## config.mk

```make
export PLATFORM = sky130hd
export DESIGN_NAME = power_clock_fifo_count_regs
export DESIGN_NICKNAME = d
export VERILOG_FILES = /design/src/verilog/power_clock_pkg.sv /design/src/verilog/clock_switch_if.sv /design/src/verilog/clock_source_switch.sv /design/src/verilog/power_clock_fifo_count_regs.sv
export SDC_FILE = /design/constraint.sdc
export NUM_CORES = 1
export LEC_CHECK = 0
export ABC_CLOCK_PERIOD_IN_PS = 3750
export BUFFER_PORTS_ARGS = -buffer_cell sky130_fd_sc_hd__buf_4
export CAP_MARGIN = 20
export CORE_MARGIN = 4
export CORE_UTILIZATION = 50
export DETAILED_ROUTE_END_ITERATION = 10
export GPL_TIMING_DRIVEN = 0
export PLACE_DENSITY = 0.85
export SYNTH_ARGS = -nofsm -noshare
export SYNTH_HDL_FRONTEND = slang
export SYNTH_HIERARCHICAL = 1
export SYNTH_SLANG_ARGS = --single-unit
```

## constraint.sdc

```tcl
create_clock -name clk_i -period 3.75 [get_ports clk_i]
set_input_delay 0.375 -clock clk_i [delete_from_list [all_inputs] [get_ports clk_i]]
set_output_delay 0.375 -clock clk_i [all_outputs]
set_load 0.1 [all_outputs]
```

## src/verilog/power_clock_pkg.sv

```systemverilog
// Purpose: shared constants and types for the power, clock and fill count registers
// Assumes: apb word addressing, byte address = 4 * register index
// Notes: register offsets, field positions, register reset values and counts live here
package power_clock_pkg;
  // ------------------------------------------------------------
  // register indices
  // ------------------------------------------------------------
  localparam logic [9:0] IDX_POWER_AND_CLOCK = 10'h06b;
  localparam logic [9:0] IDX_AXIS_AND_LOW_POWER = 10'h06c;
  localparam logic [9:0] IDX_FILL_COUNT_HIGH = 10'h072;
  localparam logic [9:0] IDX_FILL_COUNT_LOW = 10'h073;
  // ------------------------------------------------------------
  // power_and_clock_control fields
  // ------------------------------------------------------------
  localparam int RESET_BIT = 7;
  localparam int SLEEP_BIT = 6;
  localparam int CYCLE_BIT = 5;
  localparam int STANDBY_BIT = 4;
  localparam int THERMO_OFF_BIT = 3;
  localparam int CODE_LSB = 0;
  localparam int CODE_W = 3;
  localparam logic [7:0] POWER_RESET = 8'h40;
  localparam logic [7:0] POWER_WMASK = 8'h7f;
  // ------------------------------------------------------------
  // axis_and_low_power_control fields
  // ------------------------------------------------------------
  localparam int LP_BLOCK_BIT = 7;
  localparam int MP_LP_BLOCK_BIT = 6;
  localparam int ACCEL_X_BIT = 5;
  localparam int RATE_X_BIT = 2;
  localparam int AXES = 3;
  localparam logic [7:0] AXIS_RESET = 8'h00;
  // ------------------------------------------------------------
  // fill count layout
  // ------------------------------------------------------------
  localparam int COUNT_W = 13;
  localparam int COUNT_HIGH_LSB = 8;
  // ------------------------------------------------------------
  // clock source codes and switch timing
  // ------------------------------------------------------------
  localparam logic [2:0] CODE_OSC_A = 3'h0;
  localparam logic [2:0] CODE_AUTO_LO = 3'h1;
  localparam logic [2:0] CODE_AUTO_HI = 3'h5;
  localparam logic [2:0] CODE_OSC_B = 3'h6;
  localparam logic [2:0] CODE_HALT = 3'h7;
  localparam logic [1:0] GAP_CYCLES = 2'h2;
  typedef enum logic [1:0] {CLK_OSC, CLK_PLL, CLK_GAP, CLK_HALT} clk_state_type;
endpackage : power_clock_pkg

```

## src/verilog/clock_switch_if.sv

```systemverilog
// Purpose: carries clock source request and switch status between register bank and switcher
// Assumes: both ends on clk_i
// Notes: no clocking block
interface clock_switch_if;
  logic [2:0] code;
  logic pll_ready;
  logic osc_gate;
  logic pll_gate;
  logic on_pll;
  logic timing_rst;
  modport owner(output code, output pll_ready, input osc_gate, input pll_gate, input on_pll, input timing_rst);
  modport switcher(input code, input pll_ready, output osc_gate, output pll_gate, output on_pll, output timing_rst);
endinterface : clock_switch_if

```

## src/verilog/clock_source_switch.sv

```systemverilog
// Purpose: glitch free selection between internal oscillator and pll
// Assumes: pll_ready synchronous to clk_i
// Notes: both gates stay low for a gap before the new source is enabled
module clock_source_switch (
  input wire logic clk_i,
  input wire logic sys_rst_i,
  clock_switch_if.switcher sw
);
  // ------------------------------------------------------------
  // target selection and state
  // ------------------------------------------------------------
  power_clock_pkg::clk_state_type state_r, state_nxt;
  logic [1:0] gap_r, gap_nxt;
  power_clock_pkg::clk_state_type target;
  logic auto_code;

  assign auto_code = (sw.code >= power_clock_pkg::CODE_AUTO_LO) && (sw.code <= power_clock_pkg::CODE_AUTO_HI);

  always_comb begin
    if (sw.code == power_clock_pkg::CODE_HALT) begin
      target = power_clock_pkg::CLK_HALT;
    end else if (auto_code && sw.pll_ready) begin
      target = power_clock_pkg::CLK_PLL;
    end else begin
      target = power_clock_pkg::CLK_OSC;
    end
  end

  always_comb begin
    state_nxt = state_r;
    gap_nxt = gap_r;
    case (state_r)
      power_clock_pkg::CLK_OSC, power_clock_pkg::CLK_PLL, power_clock_pkg::CLK_HALT: begin
        if (target != state_r) begin
          state_nxt = power_clock_pkg::CLK_GAP;
          gap_nxt = 2'h0;
        end
      end
      power_clock_pkg::CLK_GAP: begin
        if (gap_r == power_clock_pkg::GAP_CYCLES - 2'h1) begin
          state_nxt = target;
        end else begin
          gap_nxt = gap_r + 2'h1;
        end
      end
      default: begin
        state_nxt = power_clock_pkg::CLK_GAP;
        gap_nxt = 2'h0;
      end
    endcase
  end

  always_ff @(posedge clk_i) begin
    if (sys_rst_i) begin
      state_r <= power_clock_pkg::CLK_OSC;
      gap_r <= 2'h0;
      sw.osc_gate <= 1'b1;
      sw.pll_gate <= 1'b0;
      sw.on_pll <= 1'b0;
      sw.timing_rst <= 1'b0;
    end else begin
      state_r <= state_nxt;
      gap_r <= gap_nxt;
      sw.osc_gate <= (state_nxt == power_clock_pkg::CLK_OSC);
      sw.pll_gate <= (state_nxt == power_clock_pkg::CLK_PLL);
      sw.on_pll <= (state_nxt == power_clock_pkg::CLK_PLL);
      sw.timing_rst <= (state_nxt == power_clock_pkg::CLK_HALT);
    end
  end

  // ------------------------------------------------------------
  // checks
  // ------------------------------------------------------------
  halt_code_stops_a: assert property (@(posedge clk_i) disable iff (sys_rst_i)
    (sw.code == power_clock_pkg::CODE_HALT)[*5] |=> sw.timing_rst && !sw.osc_gate && !sw.pll_gate)
    else $error("halt code did not stop clock");
  osc_code_runs_a: assert property (@(posedge clk_i) disable iff (sys_rst_i)
    (sw.code == power_clock_pkg::CODE_OSC_A || sw.code == power_clock_pkg::CODE_OSC_B)[*5] |=> sw.osc_gate)
    else $error("oscillator code not on oscillator");
  auto_ready_pll_a: assert property (@(posedge clk_i) disable iff (sys_rst_i)
    (auto_code && sw.pll_ready)[*5] |=> sw.pll_gate && !sw.osc_gate)
    else $error("auto code with ready pll not on pll");
  no_cut_pulse_a: assert property (@(posedge clk_i) disable iff (sys_rst_i)
    $rose(sw.pll_gate) |-> !$past(sw.osc_gate, 1) && !$past(sw.osc_gate, 2) && !$past(sw.pll_gate, 1))
    else $error("pll enabled without gap");
endmodule : clock_source_switch

```

## src/verilog/power_clock_fifo_count_regs.sv

```systemverilog
// Purpose: power and clock control registers with fifo fill count readback over apb
// Assumes: inputs synchronous to clk_i, zero wait state apb slave with registered answer
// Notes: fill count pair is latched when the high byte is read
//
// Decided for this implementation: the APB register port.

// What this block does
// - writing 1 to bit 3 of the power register switches the temperature sensor off.
// - clock code 0 or 6 runs the device from the internal 20 MHz oscillator.
// - clock codes 1 to 5 use the pll once it is ready and the oscillator otherwise.
// - clock code 7 stops the clock and holds the timing generator in reset while selected.
// - bit 4 of the power register puts the gyro in a quickly recoverable standby.
// - in standby the gyro drive and pll stay on while the sense paths are off.
// - with bit 7 of the axis register clear, gyro off and accel idle while cycling puts the device to sleep.
// - bit 6 of the axis register clear lets the motion processor run in low power accel mode, set forbids it.
// - bits 5, 4 and 3 of the axis register switch the x, y and z accel axes off when set.
// - bits 2, 1 and 0 of the axis register switch the x, y and z gyro axes off when set.
// - bits 7 to 5 of the count high byte always read zero.
// - the fill count is 13 bits, bits 12 to 8 in the high byte and 7 to 0 in the low byte.
// - reading the high byte captures the live count for both bytes at one instant.
module power_clock_fifo_count_regs (
  input wire logic clk_i,
  input wire logic sys_rst_i,
  input wire logic psel_i,
  input wire logic penable_i,
  input wire logic pwrite_i,
  input wire logic [11:0] paddr_i,
  input wire logic [31:0] pwdata_i,
  input wire logic [3:0] pstrb_i,
  output logic pready_o,
  output logic [31:0] prdata_o,
  output logic pslverr_o,
  input wire logic pll_ready_i,
  input wire logic [12:0] fifo_count_i,
  input wire logic accel_sampling_i,
  output logic thermo_off_o,
  output logic sleep_o,
  output logic gyro_drive_en_o,
  output logic pll_power_en_o,
  output logic [2:0] gyro_sense_en_o,
  output logic [2:0] accel_en_o,
  output logic motion_proc_low_power_o,
  output logic osc_gate_o,
  output logic pll_gate_o,
  output logic on_pll_o,
  output logic timing_rst_o
);
  // ------------------------------------------------------------
  // bus decode
  // ------------------------------------------------------------
  logic setup_phase;
  logic access_done;
  logic [9:0] word_idx;
  logic hit_power;
  logic hit_axis;
  logic hit_high;
  logic hit_low;
  logic mapped;
  logic byte_wr;

  assign setup_phase = psel_i && !penable_i;
  assign access_done = psel_i && penable_i && pready_o;
  assign word_idx = paddr_i[11:2];
  assign hit_power = (word_idx == power_clock_pkg::IDX_POWER_AND_CLOCK);
  assign hit_axis = (word_idx == power_clock_pkg::IDX_AXIS_AND_LOW_POWER);
  assign hit_high = (word_idx == power_clock_pkg::IDX_FILL_COUNT_HIGH);
  assign hit_low = (word_idx == power_clock_pkg::IDX_FILL_COUNT_LOW);
  assign mapped = hit_power || hit_axis || hit_high || hit_low;
  assign byte_wr = access_done && pwrite_i && pstrb_i[0];

  // ------------------------------------------------------------
  // control registers and count latch
  // ------------------------------------------------------------
  logic [7:0] power_r, power_nxt;
  logic [7:0] axis_r, axis_nxt;
  logic [12:0] count_latch_r, count_latch_nxt;

  always_comb begin
    power_nxt = power_r;
    axis_nxt = axis_r;
    count_latch_nxt = count_latch_r;
    if (setup_phase && !pwrite_i && hit_high) begin
      count_latch_nxt = fifo_count_i;
    end
    if (byte_wr && hit_power) begin
      if (pwdata_i[power_clock_pkg::RESET_BIT]) begin
        power_nxt = power_clock_pkg::POWER_RESET;
        axis_nxt = power_clock_pkg::AXIS_RESET;
      end else begin
        power_nxt = pwdata_i[7:0] & power_clock_pkg::POWER_WMASK;
      end
    end
    if (byte_wr && hit_axis) begin
      axis_nxt = pwdata_i[7:0];
    end
  end

  always_ff @(posedge clk_i) begin
    if (sys_rst_i) begin
      power_r <= power_clock_pkg::POWER_RESET;
      axis_r <= power_clock_pkg::AXIS_RESET;
      count_latch_r <= 13'h0000;
    end else begin
      power_r <= power_nxt;
      axis_r <= axis_nxt;
      count_latch_r <= count_latch_nxt;
    end
  end

  // ------------------------------------------------------------
  // apb answer
  // ------------------------------------------------------------
  logic pready_nxt;
  logic [31:0] prdata_nxt;
  logic pslverr_nxt;

  always_comb begin
    pready_nxt = setup_phase;
    prdata_nxt = prdata_o;
    pslverr_nxt = 1'b0;
    if (setup_phase) begin
      prdata_nxt = 32'h0000_0000;
      pslverr_nxt = !mapped || (pwrite_i && (hit_high || hit_low));
      if (!pwrite_i) begin
        if (hit_power) begin
          prdata_nxt = {24'h00_0000, power_r};
        end else if (hit_axis) begin
          prdata_nxt = {24'h00_0000, axis_r};
        end else if (hit_high) begin
          prdata_nxt = {27'h000_0000, fifo_count_i[12:8]};
        end else if (hit_low) begin
          prdata_nxt = {24'h00_0000, count_latch_r[7:0]};
        end
      end
    end
  end

  always_ff @(posedge clk_i) begin
    if (sys_rst_i) begin
      pready_o <= 1'b0;
      prdata_o <= 32'h0000_0000;
      pslverr_o <= 1'b0;
    end else begin
      pready_o <= pready_nxt;
      prdata_o <= prdata_nxt;
      pslverr_o <= pslverr_nxt;
    end
  end

  // ------------------------------------------------------------
  // power decisions per axis
  // ------------------------------------------------------------
  logic [2:0] accel_off;
  logic [2:0] rate_off;
  logic [2:0] accel_on_w;
  logic [2:0] sense_on_w;
  logic standby;
  logic auto_sleep;
  logic sleep_w;

  genvar ax;
  generate
    for (ax = 0; ax < power_clock_pkg::AXES; ax = ax + 1) begin : g_axis
      assign accel_off[ax] = axis_r[power_clock_pkg::ACCEL_X_BIT - ax];
      assign rate_off[ax] = axis_r[power_clock_pkg::RATE_X_BIT - ax];
      assign accel_on_w[ax] = !sleep_w && !accel_off[ax];
      assign sense_on_w[ax] = !sleep_w && !standby && !rate_off[ax];
    end
  endgenerate

  assign standby = power_r[power_clock_pkg::STANDBY_BIT];
  assign auto_sleep = !axis_r[power_clock_pkg::LP_BLOCK_BIT] && power_r[power_clock_pkg::CYCLE_BIT] &&
                      (&rate_off) && !accel_sampling_i;
  assign sleep_w = power_r[power_clock_pkg::SLEEP_BIT] || auto_sleep;

  // ------------------------------------------------------------
  // registered power outputs
  // ------------------------------------------------------------
  logic thermo_off_nxt;
  logic sleep_nxt;
  logic drive_nxt;
  logic [2:0] sense_nxt;
  logic [2:0] accel_nxt;
  logic mp_lp_nxt;

  always_comb begin
    thermo_off_nxt = power_r[power_clock_pkg::THERMO_OFF_BIT];
    sleep_nxt = sleep_w;
    drive_nxt = !sleep_w && (standby || !(&rate_off));
    sense_nxt = sense_on_w;
    accel_nxt = accel_on_w;
    mp_lp_nxt = !axis_r[power_clock_pkg::MP_LP_BLOCK_BIT];
  end

  always_ff @(posedge clk_i) begin
    if (sys_rst_i) begin
      thermo_off_o <= 1'b0;
      sleep_o <= 1'b1;
      gyro_drive_en_o <= 1'b0;
      pll_power_en_o <= 1'b0;
      gyro_sense_en_o <= 3'h0;
      accel_en_o <= 3'h0;
      motion_proc_low_power_o <= 1'b1;
    end else begin
      thermo_off_o <= thermo_off_nxt;
      sleep_o <= sleep_nxt;
      gyro_drive_en_o <= drive_nxt;
      pll_power_en_o <= drive_nxt;
      gyro_sense_en_o <= sense_nxt;
      accel_en_o <= accel_nxt;
      motion_proc_low_power_o <= mp_lp_nxt;
    end
  end

  // ------------------------------------------------------------
  // clock source switch
  // ------------------------------------------------------------
  clock_switch_if csw ();

  assign csw.code = power_r[power_clock_pkg::CODE_LSB +: power_clock_pkg::CODE_W];
  assign csw.pll_ready = pll_ready_i;
  assign osc_gate_o = csw.osc_gate;
  assign pll_gate_o = csw.pll_gate;
  assign on_pll_o = csw.on_pll;
  assign timing_rst_o = csw.timing_rst;

  clock_source_switch u_switch (
    .clk_i(clk_i),
    .sys_rst_i(sys_rst_i),
    .sw(csw.switcher)
  );

  // ------------------------------------------------------------
  // checks
  // ------------------------------------------------------------
  thermo_write_a: assert property (@(posedge clk_i) disable iff (sys_rst_i)
    (byte_wr && hit_power && !pwdata_i[power_clock_pkg::RESET_BIT]) |->
    ##2 thermo_off_o == $past(pwdata_i[power_clock_pkg::THERMO_OFF_BIT], 2))
    else $error("temperature off bit not applied");

  standby_sense_a: assert property (@(posedge clk_i) disable iff (sys_rst_i)
    standby |=> gyro_sense_en_o == 3'h0)
    else $error("gyro sense on in standby");

  standby_drive_a: assert property (@(posedge clk_i) disable iff (sys_rst_i)
    (standby && !sleep_w) |=> gyro_drive_en_o && pll_power_en_o)
    else $error("gyro drive or pll off in standby");

  auto_sleep_a: assert property (@(posedge clk_i) disable iff (sys_rst_i)
    (!axis_r[power_clock_pkg::LP_BLOCK_BIT] && power_r[power_clock_pkg::CYCLE_BIT] &&
     axis_r[2:0] == 3'h7 && !accel_sampling_i) |=> sleep_o)
    else $error("no sleep while idle duty cycling");

  lp_block_awake_a: assert property (@(posedge clk_i) disable iff (sys_rst_i)
    (axis_r[power_clock_pkg::LP_BLOCK_BIT] && !power_r[power_clock_pkg::SLEEP_BIT]) |=> !sleep_o)
    else $error("sleep despite low power block");

  mp_mode_write_a: assert property (@(posedge clk_i) disable iff (sys_rst_i)
    (byte_wr && hit_axis) |-> ##2 motion_proc_low_power_o == !$past(pwdata_i[power_clock_pkg::MP_LP_BLOCK_BIT], 2))
    else $error("motion processor mode wrong");

  accel_axis_a: assert property (@(posedge clk_i) disable iff (sys_rst_i)
    !sleep_w |=> accel_en_o == ~{$past(axis_r[3]), $past(axis_r[4]), $past(axis_r[5])})
    else $error("accel axis enable wrong");

  rate_axis_a: assert property (@(posedge clk_i) disable iff (sys_rst_i)
    (!sleep_w && !standby) |=> gyro_sense_en_o == ~{$past(axis_r[0]), $past(axis_r[1]), $past(axis_r[2])})
    else $error("gyro axis enable wrong");

  high_upper_zero_a: assert property (@(posedge clk_i) disable iff (sys_rst_i)
    (access_done && !pwrite_i && hit_high) |-> prdata_o[31:5] == 27'h000_0000)
    else $error("count high upper bits not zero");

  high_capture_a: assert property (@(posedge clk_i) disable iff (sys_rst_i)
    (setup_phase && !pwrite_i && hit_high) |=>
    prdata_o[4:0] == $past(fifo_count_i[12:8]) && count_latch_r == $past(fifo_count_i))
    else $error("count pair not captured together");

  low_latched_a: assert property (@(posedge clk_i) disable iff (sys_rst_i)
    (setup_phase && !pwrite_i && hit_low) |=> prdata_o[7:0] == $past(count_latch_r[7:0]))
    else $error("low byte not from latch");
  latch_holds_a: assert property (@(posedge clk_i) disable iff (sys_rst_i)
    !(setup_phase && !pwrite_i && hit_high) |=> $stable(count_latch_r))
    else $error("count latch moved without high read");
  one_cycle_ready_a: assert property (@(posedge clk_i) disable iff (sys_rst_i)
    setup_phase |=> pready_o ##1 !pready_o)
    else $error("ready not a single access cycle");

  // ------------------------------------------------------------
  // output and answer checks
  // ------------------------------------------------------------
  halt_gates_a: assert property (@(posedge clk_i) disable iff (sys_rst_i)
    timing_rst_o |-> !osc_gate_o && !pll_gate_o)
    else $error("clock gate on while halted");

  gates_apart_a: assert property (@(posedge clk_i) disable iff (sys_rst_i)
    !(osc_gate_o && pll_gate_o))
    else $error("both clock gates on");

  pll_flag_match_a: assert property (@(posedge clk_i) disable iff (sys_rst_i)
    on_pll_o == pll_gate_o)
    else $error("pll flag differs from pll gate");

  sleep_all_off_a: assert property (@(posedge clk_i) disable iff (sys_rst_i)
    sleep_w |=> sleep_o && !gyro_drive_en_o && accel_en_o == 3'h0 && gyro_sense_en_o == 3'h0)
    else $error("sensor on while asleep");

  pll_power_pair_a: assert property (@(posedge clk_i) disable iff (sys_rst_i)
    pll_power_en_o == gyro_drive_en_o)
    else $error("pll power differs from gyro drive");

  thermo_follow_a: assert property (@(posedge clk_i) disable iff (sys_rst_i)
    1'b1 |=> thermo_off_o == $past(power_r[power_clock_pkg::THERMO_OFF_BIT]))
    else $error("temperature off output wrong");

  mp_mode_follow_a: assert property (@(posedge clk_i) disable iff (sys_rst_i)
    1'b1 |=> motion_proc_low_power_o == !$past(axis_r[power_clock_pkg::MP_LP_BLOCK_BIT]))
    else $error("motion processor mode not from register");

  high_pair_match_a: assert property (@(posedge clk_i) disable iff (sys_rst_i)
    (setup_phase && !pwrite_i && hit_high) |=> prdata_o[4:0] == count_latch_r[12:8])
    else $error("high byte differs from latched count");

  low_upper_zero_a: assert property (@(posedge clk_i) disable iff (sys_rst_i)
    (access_done && !pwrite_i && hit_low) |-> prdata_o[31:8] == 24'h00_0000)
    else $error("count low upper bits not zero");

  unmapped_error_a: assert property (@(posedge clk_i) disable iff (sys_rst_i)
    (setup_phase && !mapped) |=> pslverr_o && prdata_o == 32'h0000_0000)
    else $error("unmapped access not refused");

  count_write_error_a: assert property (@(posedge clk_i) disable iff (sys_rst_i)
    (setup_phase && pwrite_i && (hit_high || hit_low)) |=> pslverr_o)
    else $error("count write not refused");

  strobe_off_kept_a: assert property (@(posedge clk_i) disable iff (sys_rst_i)
    (access_done && pwrite_i && !pstrb_i[0]) |=> $stable(power_r) && $stable(axis_r))
    else $error("write without strobe changed a register");

  read_keeps_regs_a: assert property (@(posedge clk_i) disable iff (sys_rst_i)
    (access_done && !pwrite_i) |=> $stable(power_r) && $stable(axis_r))
    else $error("read changed a register");
endmodule : power_clock_fifo_count_regs

```

==> results.cfg <==
[timing]
hold_violations = 0
fin_hold_ws_ns = 0.279
final_max_slew_viol_count = 0
tightest_slew_ns = 0.592
fin_worst_skew_ns = 0.00545
finalSetupViolations = 0
final.period_utilization_pct = 46.6
fin_crit_ns = 1.75
fmax_ghz = 0.572
rsz0062_at_grt = false
relSlewSlack_pct = 60.4
fin_ws_ns = 2.00
tns_ns = 0

[yosys]
yosys.area.top_type = dfxtp_1
synth_area_um2 = 2530
synthFlopType = dfxtp_1
ys_seq_elements = 50
syn_area_per_cell_um2 = 9.22
synth_edf_count = 0
yosysSeqAreaShare_pct = 39.5
yosys_warnings = 6
yosys.cell_types.count = 57
synth_area_leaders = dfxtp_1, buf_4, mux2i_1, nor2_1, nor3_1
syn_inst = 275
ys_async_sr_fraction_pct = 0
synth_top_area_share_pct = 39.5

[grt]
grt_pass1_vias = 2238
grt_max_degree = 17
grt_pass1_wl_mm = 10.3
gr-usage-all-layers_pct = 20.8
antenna_found_initial = 0
overflow = 0

[worst_hold_path]
min_path_type = in2reg
min_delay_path_depth = 2

[placed_design]
place_ws_ns = 1.68
hpwl_mm = 4.89
post-place-cells = 427
placedInstanceArea_um2 = 3170
port-buffer-count = 62
gp_congestion = 0.941

[cells_and_area]
final_cell_mix = buf_4, dfxtp_1, nor2_1, conb_1, nor3_1
diodes = 0
seqCellArea_um2 = 1000
postLayoutCellArea_um2 = 3260
areaGrowthSynthToFinish_pct = 28.6
final_core_util_pct = 67.7
post_route_cells_drive_above_1_share_pct = 32.3
final_cells = 435
fill_cells = 423
num-nets-final = 436
multiInputGateArea_um2 = 1340
layout_commonest_cell = buf_4

[drt]
wl_per_cell_um = 14.5
wl_met2_mm = 3.13
top_layer_used = met4
ant_nets = 0
vias_per_cell = 5.25
wirelength_mm = 6.31
route.met3.wl_um = 386
route.detailed.drc = 0
dr.pass1.iters = 5
num_vias = 2285
drt_iter0_markers = 137
wl_met1_mm = 2.67

[flow_run]
cap_violations = 0

[cts]
ctsHoldBuffers = 0
path_clk_slew_ns = 0.09
cts_tree = done
cts_root_buffer = clkbuf_8
ctsHtreeMaxLevel = 2
clockBufferDepth = 2
cts.sinks = 50
cts_setup_buffers = 0
cts_buffers = 5
clk_latency_ns = 0.31
cts_resized = 0

[die]
num_io_pins = 117
die_area_um2 = 6270
core_area_um2 = 4820
fp-row-count = 25
start_util_pct = 52.6
die_h_um = 79.2
die_x_um = 79.2

[worst_setup_path]
setup.worst_path.class = in2reg
start_kind = input pin
cp_max_fo = 9
reg2reg_depth = 4
cp_data_arrival_time_ns = 1.98
critPathCaptureType = flop
critPathRequiredTime_ns = 3.98

[pwr]
leakage_nw = 1.43
power.density_nw_per_um2 = 324
power_mw = 1.06
max-vdd-ir-drop_mv = 0.232

[run_status]
status = completed
-- flip-flops by register name (all words and copies together) (netlist names), 2 cells and up --
register and cells:
axis_r 8, count_latch_r 8, prdata_o 8, power_r 7, accel_en_o 3, gyro_sense_en_o 3
u_switch/gap_r 2, u_switch/state_r 2
-- metal layers --
metal | vias to the layer above | global-route usage, %
li1 | 1135 | -
met1 | 1072 | 24.7
met2 | 67 | 36.7
met3 | 11 | 4.76
met4 | 0 | 6.70
met5 | - | 0
-- final timing paths --
| check | start | to | slack [ns] |
|---|---|---|---|
| max | paddr_i[2] | axis_r[0]$_SDFFE_PP0P_ | 2.00 |
| min | pwdata_i[3] | axis_r[3]$_SDFFE_PP0P_ | 0.28 |
| max reg2reg | pready_o$_SDFF_PP0_ | axis_r[0]$_SDFFE_PP0P_ | 2.04 |
| min reg2reg | axis_r[6]$_SDFFE_PP0P_ | motion_proc_low_power_o$_SDFF_PP1_ | 0.44 |
-- worst max-delay path, cell delays in order --
cell,delay (ns)
buf_2,0.16
or3b_1,0.38
buf_2,0.19
nor2_1,0.16
nor4b_4,0.52
o2bb2ai_1,0.19
-- synth_stat cells (2+ instances only) --
| library cell | n |
|---|---|
| or3_1 | 5 |
| and3_1 | 3 |
| nand4_1 | 8 |
| a31oi_1 | 5 |
| o2bb2ai_1 | 8 |
| buf_2 | 2 |
| buf_4 | 27 |
| o21ai_1 | 8 |
| a221oi_1 | 2 |
| dfxtp_1 | 50 |
| a22oi_1 | 3 |
| nor2b_1 | 4 |
| nor2_1 | 24 |
| mux2i_1 | 9 |
| or3b_1 | 2 |
| inv_1 | 2 |
| nand3_1 | 3 |
| mux2_2 | 5 |
| o21a_1 | 6 |
| buf_6 | 2 |
| o31ai_1 | 8 |
| nand2b_1 | 11 |
| buf_1 | 3 |
| a21oi_1 | 7 |
| nand3b_1 | 5 |
| nor3_1 | 16 |
| nand2_1 | 11 |
| clkbuf_1 | 6 |
| nor3_2 | 2 |
-- layout make-up --
| class | count | area share (%) |
|---|---|---|
| plain buffers | 40 | 8.25 |
| repair buffers | 62 | 14.3 |
| clock inverters | 3 | 0.652 |
| well taps | 67 | 2.57 |
| flip-flops and latches | 50 | 30.7 |
| multi-input cells | 206 | 41.2 |
| clock buffers | 5 | 2.11 |
| inverters | 2 | 0.230 |
-- report_power, final --
part | switching [mW] | total (mW) | internal [mW] | leakage (nW)
Combinational | 0.151 | 0.207 | 0.0568 | 0.982
Clock | 0.187 | 0.319 | 0.131 | 0.0441
Sequential | 0.000396 | 0.532 | 0.531 | 0.403
Total | 0.338 | 1.06 | 0.720 | 1.43
-- logic make-up (layout without fill, tap and decap cells) --
family | Yosys count | count (layout) | share of synthesized area (%)
flops | 50 | 50 | 39.5
mux | 15 | 15 | 6.37
buf+inv | 42 | 112 | 10.9
other cells | 1 | 24 | 0.148
xor+xnor | 1 | 1 | 0.346
simple gates | 110 | 110 | 26.1
fa+ha+maj | 1 | 1 | 0.494
compound gates | 55 | 55 | 16.1
Power figures use the tool's default switching activity.
